<file path="config.mk">
export PLATFORM = sky130hd
export DESIGN_NAME = fwl_sequencer
export DESIGN_NICKNAME = d
export VERILOG_FILES = /design/src/fwl_pkg.sv /design/src/fwl_unlock.sv /design/src/fwl_latch_bank.sv /design/src/fwl_sequencer.sv
export VERILOG_INCLUDE_DIRS = /design/src
export SDC_FILE = /design/constraint.sdc
export NUM_CORES = 1
export LEC_CHECK = 0
export ABC_AREA = 1
export BUFFER_PORTS_ARGS = -buffer_cell sky130_fd_sc_hd__buf_4
export CAP_MARGIN = 20
export CORE_ASPECT_RATIO = 0.75
export CORE_MARGIN = 3
export CORE_UTILIZATION = 30
export DETAILED_ROUTE_END_ITERATION = 6
export PLACE_DENSITY = 0.41
export SLEW_MARGIN = 20
export SYNTH_ARGS = -nofsm -noshare
export SYNTH_HDL_FRONTEND = slang
export SYNTH_SLANG_ARGS = --single-unit
</file>
<file path="constraint.sdc">
create_clock -name MCLK -period 2.7 [get_ports MCLK]
set_input_delay 0.81 -clock MCLK [delete_from_list [all_inputs] [get_ports MCLK]]
set_output_delay 0.81 -clock MCLK [all_outputs]
set_load 0.005 [all_outputs]
</file>
<file path="src/fwl_regs.svh">
// register offsets, field positions, reset values and timing counts of the flash row write sequencer
`ifndef FWL_REGS_SVH
`define FWL_REGS_SVH

// =====================================================================
// register offsets (byte addresses on the plain register port)
`define FWL_OFS_DATA_LOW     4'h0
`define FWL_OFS_DATA_HIGH    4'h1
`define FWL_OFS_ADDR_LOW     4'h2
`define FWL_OFS_ADDR_HIGH    4'h3
`define FWL_OFS_CONTROL_ONE  4'h4
`define FWL_OFS_UNLOCK_PORT  4'h5
`define FWL_OFS_STATUS       4'h6

// =====================================================================
// control one field positions
`define FWL_BIT_READ         0
`define FWL_BIT_TRIGGER      1
`define FWL_BIT_WRITE_ENABLE_BIT         2
`define FWL_BIT_ERR          3
`define FWL_BIT_ERASE        4
`define FWL_BIT_LATCH_ONLY_MODE         5
`define FWL_BIT_CONFIG_SPACE_SELECT         6

// =====================================================================
// unlock keys, blank value, latch geometry
`define FWL_KEY_FIRST        8'h55
`define FWL_KEY_SECOND       8'haa
`define FWL_BLANK_WORD       14'h3fff
`define FWL_LATCH_COUNT      32
`define FWL_LATCH_AW         5
`define FWL_ROW_AW           10

// =====================================================================
// timing: forced no-op cycles and self-timed program/erase time
`define FWL_NOP_CYCLES       2
`define FWL_CLK_HZ           50000000
`define FWL_PROG_TIME_US     2000
`define FWL_PROG_CYCLES      ((`FWL_PROG_TIME_US * (`FWL_CLK_HZ / 1000000)))

`endif

</file>
<file path="src/fwl_pkg.sv">
// types shared by the flash row write sequencer
package fwl_pkg;

  // =====================================================================
  // unlock tracker states
  typedef enum logic [2:0] {
    FWL_UNL_IDLE  = 3'b001,
    FWL_UNL_KEY1  = 3'b010,
    FWL_UNL_ARMED = 3'b100
  } fwl_unlock_e;

  // =====================================================================
  // operation sequencer states
  typedef enum logic [3:0] {
    FWL_OP_IDLE  = 4'b0001,
    FWL_OP_NOP   = 4'b0010,
    FWL_OP_BUSY  = 4'b0100,
    FWL_OP_CLEAR = 4'b1000
  } fwl_op_e;

  typedef logic [13:0] fwl_word_t;

endpackage

</file>
<file path="src/fwl_unlock.sv">
// unlock key tracker: 55h then aah then a trigger write, uninterrupted
`include "fwl_regs.svh"
module fwl_unlock (
  input  wire logic       clk,
  input  wire logic       rst_b,
  input  wire logic       key_wr,
  input  wire logic [7:0] key_data,
  input  wire logic       other_wr,
  input  wire logic       trig_wr,
  output logic            unlocked,
  output logic            seq_bad
);

  fwl_pkg::fwl_unlock_e state_reg;
  fwl_pkg::fwl_unlock_e state_next;

  // =====================================================================
  // next state: any other register write breaks the sequence
  always_comb begin
    state_next = state_reg;
    unlocked   = 1'b0;
    seq_bad    = 1'b0;
    if (trig_wr) begin
      unlocked   = (state_reg == fwl_pkg::FWL_UNL_ARMED);
      seq_bad    = (state_reg != fwl_pkg::FWL_UNL_ARMED);
      state_next = fwl_pkg::FWL_UNL_IDLE;
    end else if (key_wr) begin
      if (key_data == `FWL_KEY_FIRST) begin
        state_next = fwl_pkg::FWL_UNL_KEY1;
      end else if (key_data == `FWL_KEY_SECOND && state_reg == fwl_pkg::FWL_UNL_KEY1) begin
        state_next = fwl_pkg::FWL_UNL_ARMED;
      end else begin
        state_next = fwl_pkg::FWL_UNL_IDLE;
      end
    end else if (other_wr) begin
      state_next = fwl_pkg::FWL_UNL_IDLE; // interrupted sequence
    end
  end

  always_ff @(posedge clk) begin
    if (!rst_b) begin
      state_reg <= fwl_pkg::FWL_UNL_IDLE;
    end else begin
      state_reg <= state_next;
    end
  end

endmodule

</file>
<file path="src/fwl_latch_bank.sv">
// bank of row write latches, reset to blank in one cycle
`include "fwl_regs.svh"
module fwl_latch_bank #(
  parameter int COUNT = `FWL_LATCH_COUNT,
  parameter int AW    = `FWL_LATCH_AW
) (
  input  wire logic              clk,
  input  wire logic              rst_b,
  input  wire logic              load,
  input  wire logic [AW-1:0]     load_idx,
  input  wire fwl_pkg::fwl_word_t load_word,
  input  wire logic              blank_all,
  input  wire logic [AW-1:0]     rd_idx,
  output fwl_pkg::fwl_word_t     rd_word
);

  fwl_pkg::fwl_word_t mem_reg  [COUNT];
  fwl_pkg::fwl_word_t mem_next [COUNT];

  // =====================================================================
  // blanking wins over a load in the same cycle
  always_comb begin
    for (int i = 0; i < COUNT; i++) begin
      mem_next[i] = mem_reg[i];
      if (blank_all) begin
        mem_next[i] = `FWL_BLANK_WORD;
      end else if (load && load_idx == AW'(i)) begin
        mem_next[i] = load_word;
      end
    end
  end

  always_ff @(posedge clk) begin
    for (int i = 0; i < COUNT; i++) begin
      if (!rst_b) begin
        mem_reg[i] <= `FWL_BLANK_WORD;
      end else begin
        mem_reg[i] <= mem_next[i];
      end
    end
  end

  assign rd_word = mem_reg[rd_idx];

endmodule

</file>
<file path="src/fwl_sequencer.sv">
// flash row write latch sequencer: registers, unlock, latch load, row program/erase timing
//
// Our own choices: the placing of the registers and strobed register access.
`include "fwl_regs.svh"
module fwl_sequencer #(
  parameter int PROG_CYCLES = `FWL_PROG_CYCLES
) (
  input  wire logic       MCLK,
  input  wire logic       RST_B,
  input  wire logic [3:0] ADDR,
  input  wire logic [7:0] WDATA,
  input  wire logic       WR_STB,
  input  wire logic       RD_STB,
  output logic      [7:0] RDATA,
  output logic            CPU_NOP,
  output logic            CPU_STALL,
  output logic            FLASH_PROG,
  output logic            FLASH_ERASE,
  output logic      [9:0] FLASH_ROW,
  output logic      [4:0] FLASH_IDX,
  output logic     [13:0] FLASH_WORD
);

  // =====================================================================
  // register state
  logic [7:0]  prog_data_low_reg, prog_data_low_next;
  logic [5:0]  prog_data_high_reg, prog_data_high_next;
  logic [7:0]  prog_addr_low_reg, prog_addr_low_next;
  logic [6:0]  prog_addr_high_reg, prog_addr_high_next;
  logic        config_space_select_reg, config_space_select_next;
  logic        latch_only_mode_reg, latch_only_mode_next;
  logic        erase_mode_reg, erase_mode_next;
  logic        sequence_error_flag_reg, sequence_error_flag_next;
  logic        write_enable_bit_reg, write_enable_bit_next;
  logic        trigger_reg, trigger_next;
  logic [7:0]  rdata_reg, rdata_next;

  fwl_pkg::fwl_op_e op_reg, op_next;
  logic [31:0] cnt_reg, cnt_next;
  logic        is_prog_reg, is_prog_next;
  logic [9:0]  row_reg, row_next;
  logic [4:0]  idx_reg, idx_next;
  logic        nop_reg, nop_next;
  logic        stall_reg, stall_next;
  logic        fprog_reg, fprog_next;
  logic        ferase_reg, ferase_next;
  logic [13:0] fword_reg, fword_next;

  // =====================================================================
  // strobe decode
  logic ctl_wr, key_wr, other_wr, trig_wr, unlocked, seq_bad;
  logic latch_load, blank_all;
  fwl_pkg::fwl_word_t rd_word;

  assign ctl_wr   = WR_STB && ADDR == `FWL_OFS_CONTROL_ONE;
  assign key_wr   = WR_STB && ADDR == `FWL_OFS_UNLOCK_PORT;
  assign trig_wr  = ctl_wr && WDATA[`FWL_BIT_TRIGGER] && !trigger_reg;
  assign other_wr = WR_STB && !key_wr && !trig_wr;

  fwl_unlock u_unlock (
    .clk      (MCLK),
    .rst_b    (RST_B),
    .key_wr   (key_wr),
    .key_data (WDATA),
    .other_wr (other_wr),
    .trig_wr  (trig_wr),
    .unlocked (unlocked),
    .seq_bad  (seq_bad)
  );

  // a good start needs the full unlock, write enable and program space
  logic good_start;
  assign good_start = unlocked && write_enable_bit_reg && !config_space_select_reg;

  // latch load happens for program and latch-only starts, never for erase
  assign latch_load = good_start && !erase_mode_reg;
  // latch-only loads keep the bank; only a program or an erase blanks it
  assign blank_all  = op_reg == fwl_pkg::FWL_OP_CLEAR && (is_prog_reg || erase_mode_reg);

  fwl_latch_bank u_bank (
    .clk       (MCLK),
    .rst_b     (RST_B),
    .load      (latch_load),
    .load_idx  (prog_addr_low_reg[4:0]),
    .load_word ({prog_data_high_reg, prog_data_low_reg}),
    .blank_all (blank_all),
    .rd_idx    (idx_reg),
    .rd_word   (rd_word)
  );

  // =====================================================================
  // register file next values
  always_comb begin
    prog_data_low_next       = prog_data_low_reg;
    prog_data_high_next      = prog_data_high_reg;
    prog_addr_low_next       = prog_addr_low_reg;
    prog_addr_high_next      = prog_addr_high_reg;
    config_space_select_next = config_space_select_reg;
    latch_only_mode_next     = latch_only_mode_reg;
    erase_mode_next          = erase_mode_reg;
    write_enable_bit_next    = write_enable_bit_reg;
    sequence_error_flag_next = sequence_error_flag_reg;
    trigger_next             = trigger_reg;
    if (WR_STB) begin
      if (ADDR == `FWL_OFS_DATA_LOW) begin
        prog_data_low_next = WDATA;
      end else if (ADDR == `FWL_OFS_DATA_HIGH) begin
        prog_data_high_next = WDATA[5:0];
      end else if (ADDR == `FWL_OFS_ADDR_LOW) begin
        prog_addr_low_next = WDATA;
      end else if (ADDR == `FWL_OFS_ADDR_HIGH) begin
        prog_addr_high_next = WDATA[6:0];
      end else if (ADDR == `FWL_OFS_CONTROL_ONE) begin
        config_space_select_next = WDATA[`FWL_BIT_CONFIG_SPACE_SELECT];
        latch_only_mode_next     = WDATA[`FWL_BIT_LATCH_ONLY_MODE];
        erase_mode_next          = WDATA[`FWL_BIT_ERASE];
        write_enable_bit_next    = WDATA[`FWL_BIT_WRITE_ENABLE_BIT];
        sequence_error_flag_next = WDATA[`FWL_BIT_ERR];
      end
    end
    // set only: software cannot clear the trigger
    if (good_start) begin
      trigger_next = 1'b1;
    end
    if (op_reg == fwl_pkg::FWL_OP_CLEAR) begin
      trigger_next = 1'b0;
      if (erase_mode_reg && !is_prog_reg) begin
        erase_mode_next = 1'b0; // erase enable is hardware cleared
      end
    end
    // error set wins over a software clear in the same cycle
    if (seq_bad || (trig_wr && !good_start)) begin
      sequence_error_flag_next = 1'b1;
    end
  end

  // =====================================================================
  // operation sequencer: two no-op cycles, optional stall, blanking
  always_comb begin
    op_next      = op_reg;
    cnt_next     = cnt_reg;
    is_prog_next = is_prog_reg;
    row_next     = row_reg;
    idx_next     = idx_reg;
    fprog_next   = 1'b0;
    ferase_next  = 1'b0;
    fword_next   = fword_reg;
    case (op_reg)
      fwl_pkg::FWL_OP_IDLE: begin
        if (good_start) begin
          op_next      = fwl_pkg::FWL_OP_NOP;
          cnt_next     = 32'(`FWL_NOP_CYCLES - 1);
          is_prog_next = !erase_mode_reg && !latch_only_mode_reg;
          row_next     = {prog_addr_high_reg, prog_addr_low_reg[7:5]};
          idx_next     = 5'h00;
        end
      end
      fwl_pkg::FWL_OP_NOP: begin
        if (cnt_reg == 32'h0) begin
          if (is_prog_reg || erase_mode_reg) begin
            op_next  = fwl_pkg::FWL_OP_BUSY;
            cnt_next = 32'(PROG_CYCLES - 1);
          end else begin
            op_next = fwl_pkg::FWL_OP_CLEAR; // latch load: no stall
          end
        end else begin
          cnt_next = cnt_reg - 32'h1;
        end
      end
      fwl_pkg::FWL_OP_BUSY: begin
        if (cnt_reg == 32'h0) begin
          op_next = fwl_pkg::FWL_OP_CLEAR;
        end else begin
          cnt_next = cnt_reg - 32'h1;
        end
      end
      fwl_pkg::FWL_OP_CLEAR: begin
        op_next = fwl_pkg::FWL_OP_IDLE;
      end
      default: begin
        op_next = fwl_pkg::FWL_OP_IDLE;
      end
    endcase
    // flash strobes follow the next state, so they line up with the stall
    if (op_next == fwl_pkg::FWL_OP_BUSY) begin
      // no erase pulse on a program: the row is written as it stands
      if (is_prog_reg) begin
        fprog_next = 1'b1;
        fword_next = rd_word;
        idx_next   = idx_reg + 5'h01; // wraps inside the row
      end else begin
        ferase_next = 1'b1;
      end
    end
    // no-op and stall flags are registered from the next state
    nop_next   = op_next == fwl_pkg::FWL_OP_NOP;
    stall_next = op_next == fwl_pkg::FWL_OP_BUSY;
  end

  // =====================================================================
  // read data, one cycle after the read strobe
  always_comb begin
    rdata_next = 8'h00;
    if (RD_STB) begin
      if (ADDR == `FWL_OFS_DATA_LOW) begin
        rdata_next = prog_data_low_reg;
      end else if (ADDR == `FWL_OFS_DATA_HIGH) begin
        rdata_next = {2'b00, prog_data_high_reg};
      end else if (ADDR == `FWL_OFS_ADDR_LOW) begin
        rdata_next = prog_addr_low_reg;
      end else if (ADDR == `FWL_OFS_ADDR_HIGH) begin
        rdata_next = {1'b1, prog_addr_high_reg};
      end else if (ADDR == `FWL_OFS_CONTROL_ONE) begin
        rdata_next = {1'b1, config_space_select_reg, latch_only_mode_reg, erase_mode_reg,
                      sequence_error_flag_reg, write_enable_bit_reg, trigger_reg, 1'b0};
      end else if (ADDR == `FWL_OFS_STATUS) begin
        rdata_next = {4'h0, op_reg};
      end
    end
  end

  // =====================================================================
  // registers
  always_ff @(posedge MCLK) begin
    if (!RST_B) begin
      prog_data_low_reg       <= 8'h00;
      prog_data_high_reg      <= 6'h00;
      prog_addr_low_reg       <= 8'h00;
      prog_addr_high_reg      <= 7'h00;
      config_space_select_reg <= 1'b0;
      latch_only_mode_reg     <= 1'b0;
      erase_mode_reg          <= 1'b0;
      write_enable_bit_reg    <= 1'b0;
      sequence_error_flag_reg <= 1'b0;
      trigger_reg             <= 1'b0;
      rdata_reg               <= 8'h00;
      op_reg                  <= fwl_pkg::FWL_OP_IDLE;
      cnt_reg                 <= 32'h0;
      is_prog_reg             <= 1'b0;
      row_reg                 <= 10'h000;
      idx_reg                 <= 5'h00;
      nop_reg                 <= 1'b0;
      stall_reg               <= 1'b0;
      fprog_reg               <= 1'b0;
      ferase_reg              <= 1'b0;
      fword_reg               <= 14'h0000;
    end else begin
      prog_data_low_reg       <= prog_data_low_next;
      prog_data_high_reg      <= prog_data_high_next;
      prog_addr_low_reg       <= prog_addr_low_next;
      prog_addr_high_reg      <= prog_addr_high_next;
      config_space_select_reg <= config_space_select_next;
      latch_only_mode_reg     <= latch_only_mode_next;
      erase_mode_reg          <= erase_mode_next;
      write_enable_bit_reg    <= write_enable_bit_next;
      sequence_error_flag_reg <= sequence_error_flag_next;
      trigger_reg             <= trigger_next;
      rdata_reg               <= rdata_next;
      op_reg                  <= op_next;
      cnt_reg                 <= cnt_next;
      is_prog_reg             <= is_prog_next;
      row_reg                 <= row_next;
      idx_reg                 <= idx_next;
      nop_reg                 <= nop_next;
      stall_reg               <= stall_next;
      fprog_reg               <= fprog_next;
      ferase_reg              <= ferase_next;
      fword_reg               <= fword_next;
    end
  end

  // idx_reg runs one step ahead of the word, so delay it one cycle to line up
  logic [4:0] fidx_reg;
  always_ff @(posedge MCLK) begin
    if (!RST_B) begin
      fidx_reg <= 5'h00;
    end else begin
      fidx_reg <= idx_reg;
    end
  end

  assign RDATA       = rdata_reg;
  assign CPU_NOP     = nop_reg;
  assign CPU_STALL   = stall_reg;
  assign FLASH_PROG  = fprog_reg;
  assign FLASH_ERASE = ferase_reg;
  assign FLASH_ROW   = row_reg;
  assign FLASH_IDX   = fidx_reg;
  assign FLASH_WORD  = fword_reg;

endmodule

</file>
# Word-level counts from Yosys, hierarchy flattened

Memories as Yosys holds them, arrays and structs flattened. A register that Yosys moved wholly into a read port is not among the register bits.
Cells that the tools add are included.
Widths: inputs -> output; s select.

Bitwise operators: 37
Add/sub/neg operators: 2
Equality and inequality tests: 87
Reduce and logical (&&, ||, !) cells: 109
Mux-type cells: 141

Operator list:

| kind                  | number |
|---|---|
| $mux 14               | 96 |
| $mux 32               | 4 |
| $pmux 32 s3           | 1 |
| $eq 5x5->1 const B    | 16 |
| $ne 2x2->1 const B    | 38 |
| $reduce_and 2->1      | 37 |
| $logic_and 1x1->1     | 46 |
| $eq 5x4->1 const B    | 8 |
| $mux 8                | 5 |
| $logic_not 32->1      | 1 |
| $or 1x1->1            | 32 |
| $sub 32x1->32 const B | 1 |
| $mux 1                | 21 |
| $eq 4x3->1 const B    | 5 |
| $eq 5x3->1 const B    | 4 |
| $mux 4                | 5 |
| $mux 5                | 4 |
| $eq 4x2->1 const B    | 4 |
| $mux 3                | 4 |
| $pmux 4 s3            | 1 |
| $reduce_and 6->1      | 2 |
| $eq 5x2->1 const B    | 2 |
| $logic_not 1->1       | 9 |
| $eq 4x1->1 const B    | 2 |
| 18 further kinds      | 28 |

RAM bits: 448
Word-level logic and storage cells: 399
Input port bits: 16
Output and inout bits: 41
Memories: 1
Register bits after elaboration: 107

Memories:

| memory         | words | bits a word | read ports | clocked after memory_dff | wr ports | RTL line             | text |
|---|---|---|---|---|---|---|---|
| u_bank.mem_reg | 32    | 14          | 1          | 1                        | 32       | fwl_latch_bank.sv:17 | `fwl_pkg::fwl_word_t mem_reg [COUNT];` |

# Logic depth before layout (Yosys ltp)

Depth after elaboration: 12
Mapped depth: 14
Depth with buffers taken out: 13

# Cells and area by module

From an unflattened synthesis, not the netlist that was laid out.

Cells, all modules: 3014
Area, all modules: 26832.0 um^2

Modules (own cells, without submodules):

| module         | area each (um^2) | times used | cells an instance | sequential area each (um^2) |
|---|---|---|---|---|
| fwl_latch_bank | 21217.8          | 1          | 2218              | 13452.9 |
| fwl_sequencer  | 5386.4           | 1          | 752               | 2362.3 |
| fwl_unlock     | 227.7            | 1          | 44                | 60.1 |

# Worst setup path before layout

No wires, ideal clock.

Path kind: input -> register
Start point: in ADDR[1]
End point: mem u_bank.mem_reg[7][0] in the netlist's numbering (enable)
Path buffers: 1
Arrival time: 2023 ps
Setup time: 361 ps
Required time: 2339 ps
Cell stages on the path: 8
Setup slack: 316 ps
Cells stage by stage: nor2_2 -> nand3_2 -> nor2_4 -> nand3_4 -> buf_6 -> o21ai_1 -> inv_2 -> nand2_1

RTL lines:

| what            | RTL line             | text |
|---|---|---|
| start, declared | fwl_sequencer.sv:10  | `input wire logic [3:0] ADDR,` |
| end, declared   | fwl_latch_bank.sv:17 |  |

==> metrics.md <==
| Metric | Value |
|---|---|
| Clk slew on worst S/H paths | 60 ps |
| Yosys warnings | 0 |
| Input/output buffers | 56 |
| GR Util All Layers | between 15 and 20% |
| Die ar. | between 0.09 and 0.1 mm^2 |
| Slowest stage delay, CP | 600 ps |
| Root Driver | clkbuf_16 |
| Overall power | 19.3 mW |
| EDFF count, synth | approximately 450 |
| Grt total ovfl | 0 |
| Worst Hold Class | register to register |
| Fin Setup TNS | 0 ps |
| M1 wire length | about 45 mm |
| Die Y | between 200 and 300 um |
| Dpl cells | approximately 4,200 |
| Worst EP arrival | 2950 ps |
| RSZ-0062 raised after global routing | no |
| DR pass1 iterations | 5 |
| Critical path peak fanout | 33 |
| Most frequent cell after synthesis | nand2_1 |
| Register bit total from synthesis | about 570 |
| Synth unique cells | 45 |
| Routed wl met3 | between 5 and 6 mm |
| Post-synth ARST share | 0% |
| Setup crit end kind | register |
| Clock sinks | 569 |
| Via count | about 21,000 |
| Initial antenna violation count | 2 |
| Vias in the first global route | roughly 21,000 |
| Tmin final | about 2400 ps |
| Final Hold Viols | 0 |
| Clk buf depth | 3 |
| Leading area contributor after synthesis | edfxtp_1 |
| Std cell rows | 94 |
| WL final | slightly above 90 mm |
| Outcome | finished, final reports clean |
| DR WL/cell | between 20 and 25 um |
| Most used cell, CP | nand2_1 |
| Post-synth top flop | edfxtp_1 |
| First-pass GRT wire length | approximately 140 mm |
| Final #Nets | between 3,000 and 4,000 |
| Post-CTS Setup Bufs | 0 |
| Peak supply drop | ~0.46 mV |
| Setup CP Type | register to register |
| Max-Cap Viols | 0 |
| Core area | approximately 0.088 mm^2 |
| F_max | between 400 and 500 MHz |
| Synth Area per Inst | around 9 um^2 |
| Final period util | just under 90% |
| Met2 wire length | between 30 and 40 mm |
| Synth top cells by count | 835 x nand2_1, 448 x edfxtp_1, 436 x nor2_1, 278 x o21ai_0, 184 x inv_1 |
| Die X | ~350 um |
| Cell Count, Final, Fillers Out | around 4,300 |
| Worst-Skew Late Latency | 630 ps |
| Max reg flops | roughly 450 |
| Synth Cell Area | roughly 0.027 mm^2 |
| Critical-path cell list | inv_6, buf_12, buf_4, o21ai_0, o21ai_0, a21oi_1, nand2_1, nand2_1, nand3_1, nand2_1, nor2_1 |
| First-iteration detailed-routing DRC count | between 2,000 and 2,500 |
| Ant. Diodes | 0 |
| Num CTS Buffers | between 60 and 70 |
| Static Leak | around 10 nW |
| Top cell type's share of synthesized area | 50.0% |
| Residual DRC | 0 |
| Initial Util | just over 30% |
| TritonCTS clock tree | built |
| Highest Signal Layer | met4 |
| CTS HTree Levels | 3 |
| Resized cells post-CTS | 0 |
| Routability congestion estimate from global placement | 0.840 |
| Top cells by area, synth | edfxtp_1 50%, nand2_1 12%, dfxtp_1 9.0%, nor2_1 6.1%, o21ai_0 5.2% |
| P&R area growth vs syn | 18.5% |
| Power Density | 606 mW/mm^2 |
| Largest net degree at the start of global routing | 67 |
| Crit path required time | approximately 3300 ps |
| Worst path slowest cell | o21ai_0 |
| Fin Clk Skew | around 20 ps |
| Antenna Nets Post-Route | 0 |
| # IOs | 57 |
| Actual slew at the worst max-slew pin | about 740 ps |
| Hpwl dp | approximately 59 mm |
| Syn Nets | around 3,000 |
| Startpoint types | register |
| Share of cells above drive strength 1 | 12.4% |
| Syn Inst Count | roughly 3,000 |
| Hold_buf cts | 0 |
| Max Slew Vio Count | 0 |
| Vias per cell | 4.94 |
| Max transition margin | around 50% |
| Setup-failing EPs final | 0 |
| Sequential share of the synthesized area | 59.0% |
==> layout by cell type, fill, tap and decap left out, drive strengths merged, types with 5 or more instances in the layout <==
cell type  Yosys  final
dfxtp        121    121
xor2           5      5
clkbuf       105     93
nand3        136    136
nand2        841    841
nor2         486    486
o221ai         7      7
nand4         11     11
a21boi         6      6
inv          195    200
buf          106    196
o22ai         57     57
a21oi         84     84
clkinv         5     18
o211ai        38     38
edfxtp       448    448
o21ai        312    312
nor3           9      9
==> routing by layer <==
layer / up-vias / GRT usage (%)
li1: 10100 / -
met3: 121 / 3.17
met2: 589 / 29.0
met5: - / 0
met1: 10400 / 29.9
met4: 0 / 5.48
==> report_power, final <==
part	switching (mW)	internal [mW]
clock network	3.89	5.44
logic	0.413	0.175
registers	0.00903	9.41
==> per-stage QoR <==
stage | utilization (%) | hold WS, ps | worst slack [ps] | cell area [um^2]
2_1_floorplan | - | 436 | 316 | 26900
3_3_place_gp | 33.6 | 437 | -8.57 | 29700
3_5_place_dp | 33.6 | 439 | -0.187 | 29700
4_1_cts | 36.1 | 448 | 305 | 31900
5_1_grt | 36.1 | 460 | 87.3 | 31900
6_report | 36.1 | 447 | 298 | 31900
==> final cells by class <==
cell class	instances	area (um^2)
Clock buffer	93	1930
Clock inverter	23	302
Fill cell	9044	56400
Inverter	200	758
Multi-Input combinational cell	2015	9140
Sequential cell	569	15900
Tap cell	1200	1500
Timing Repair Buffer	196	2380
==> kinds of logic after synthesis <==
group | count (synthesis) | synth area share [%]
compound gates | 516 | 10.6
xor+xnor | 7 | 0.228
fa+ha+maj | 3 | 0.139
buf+inv | 411 | 7.08
flops | 569 | 59.0
simple gates | 1489 | 23.0
==> path summary, 6_finish.rpt <==
path	start	cells past startpoint	slack, ps	end
setup / recovery	idx_reg[0]	11	300	FLASH_WORD[12]
hold / removal	FLASH_ROW[8]	2	450	FLASH_ROW[8]
setup reg to reg	idx_reg[0]	11	300	FLASH_WORD[12]
hold reg to reg	FLASH_ROW[8]	2	450	FLASH_ROW[8]
==> worst max-delay path: cells and delay by family (launching register included) <==
family	cells	cell delay (ps)
buffers and inverters	3	660
and+or+nand+nor	5	420
DFF	1	380
AOI/OAI and AO/OA	3	810
No activity file was read; power rests on OpenSTA's default activity.
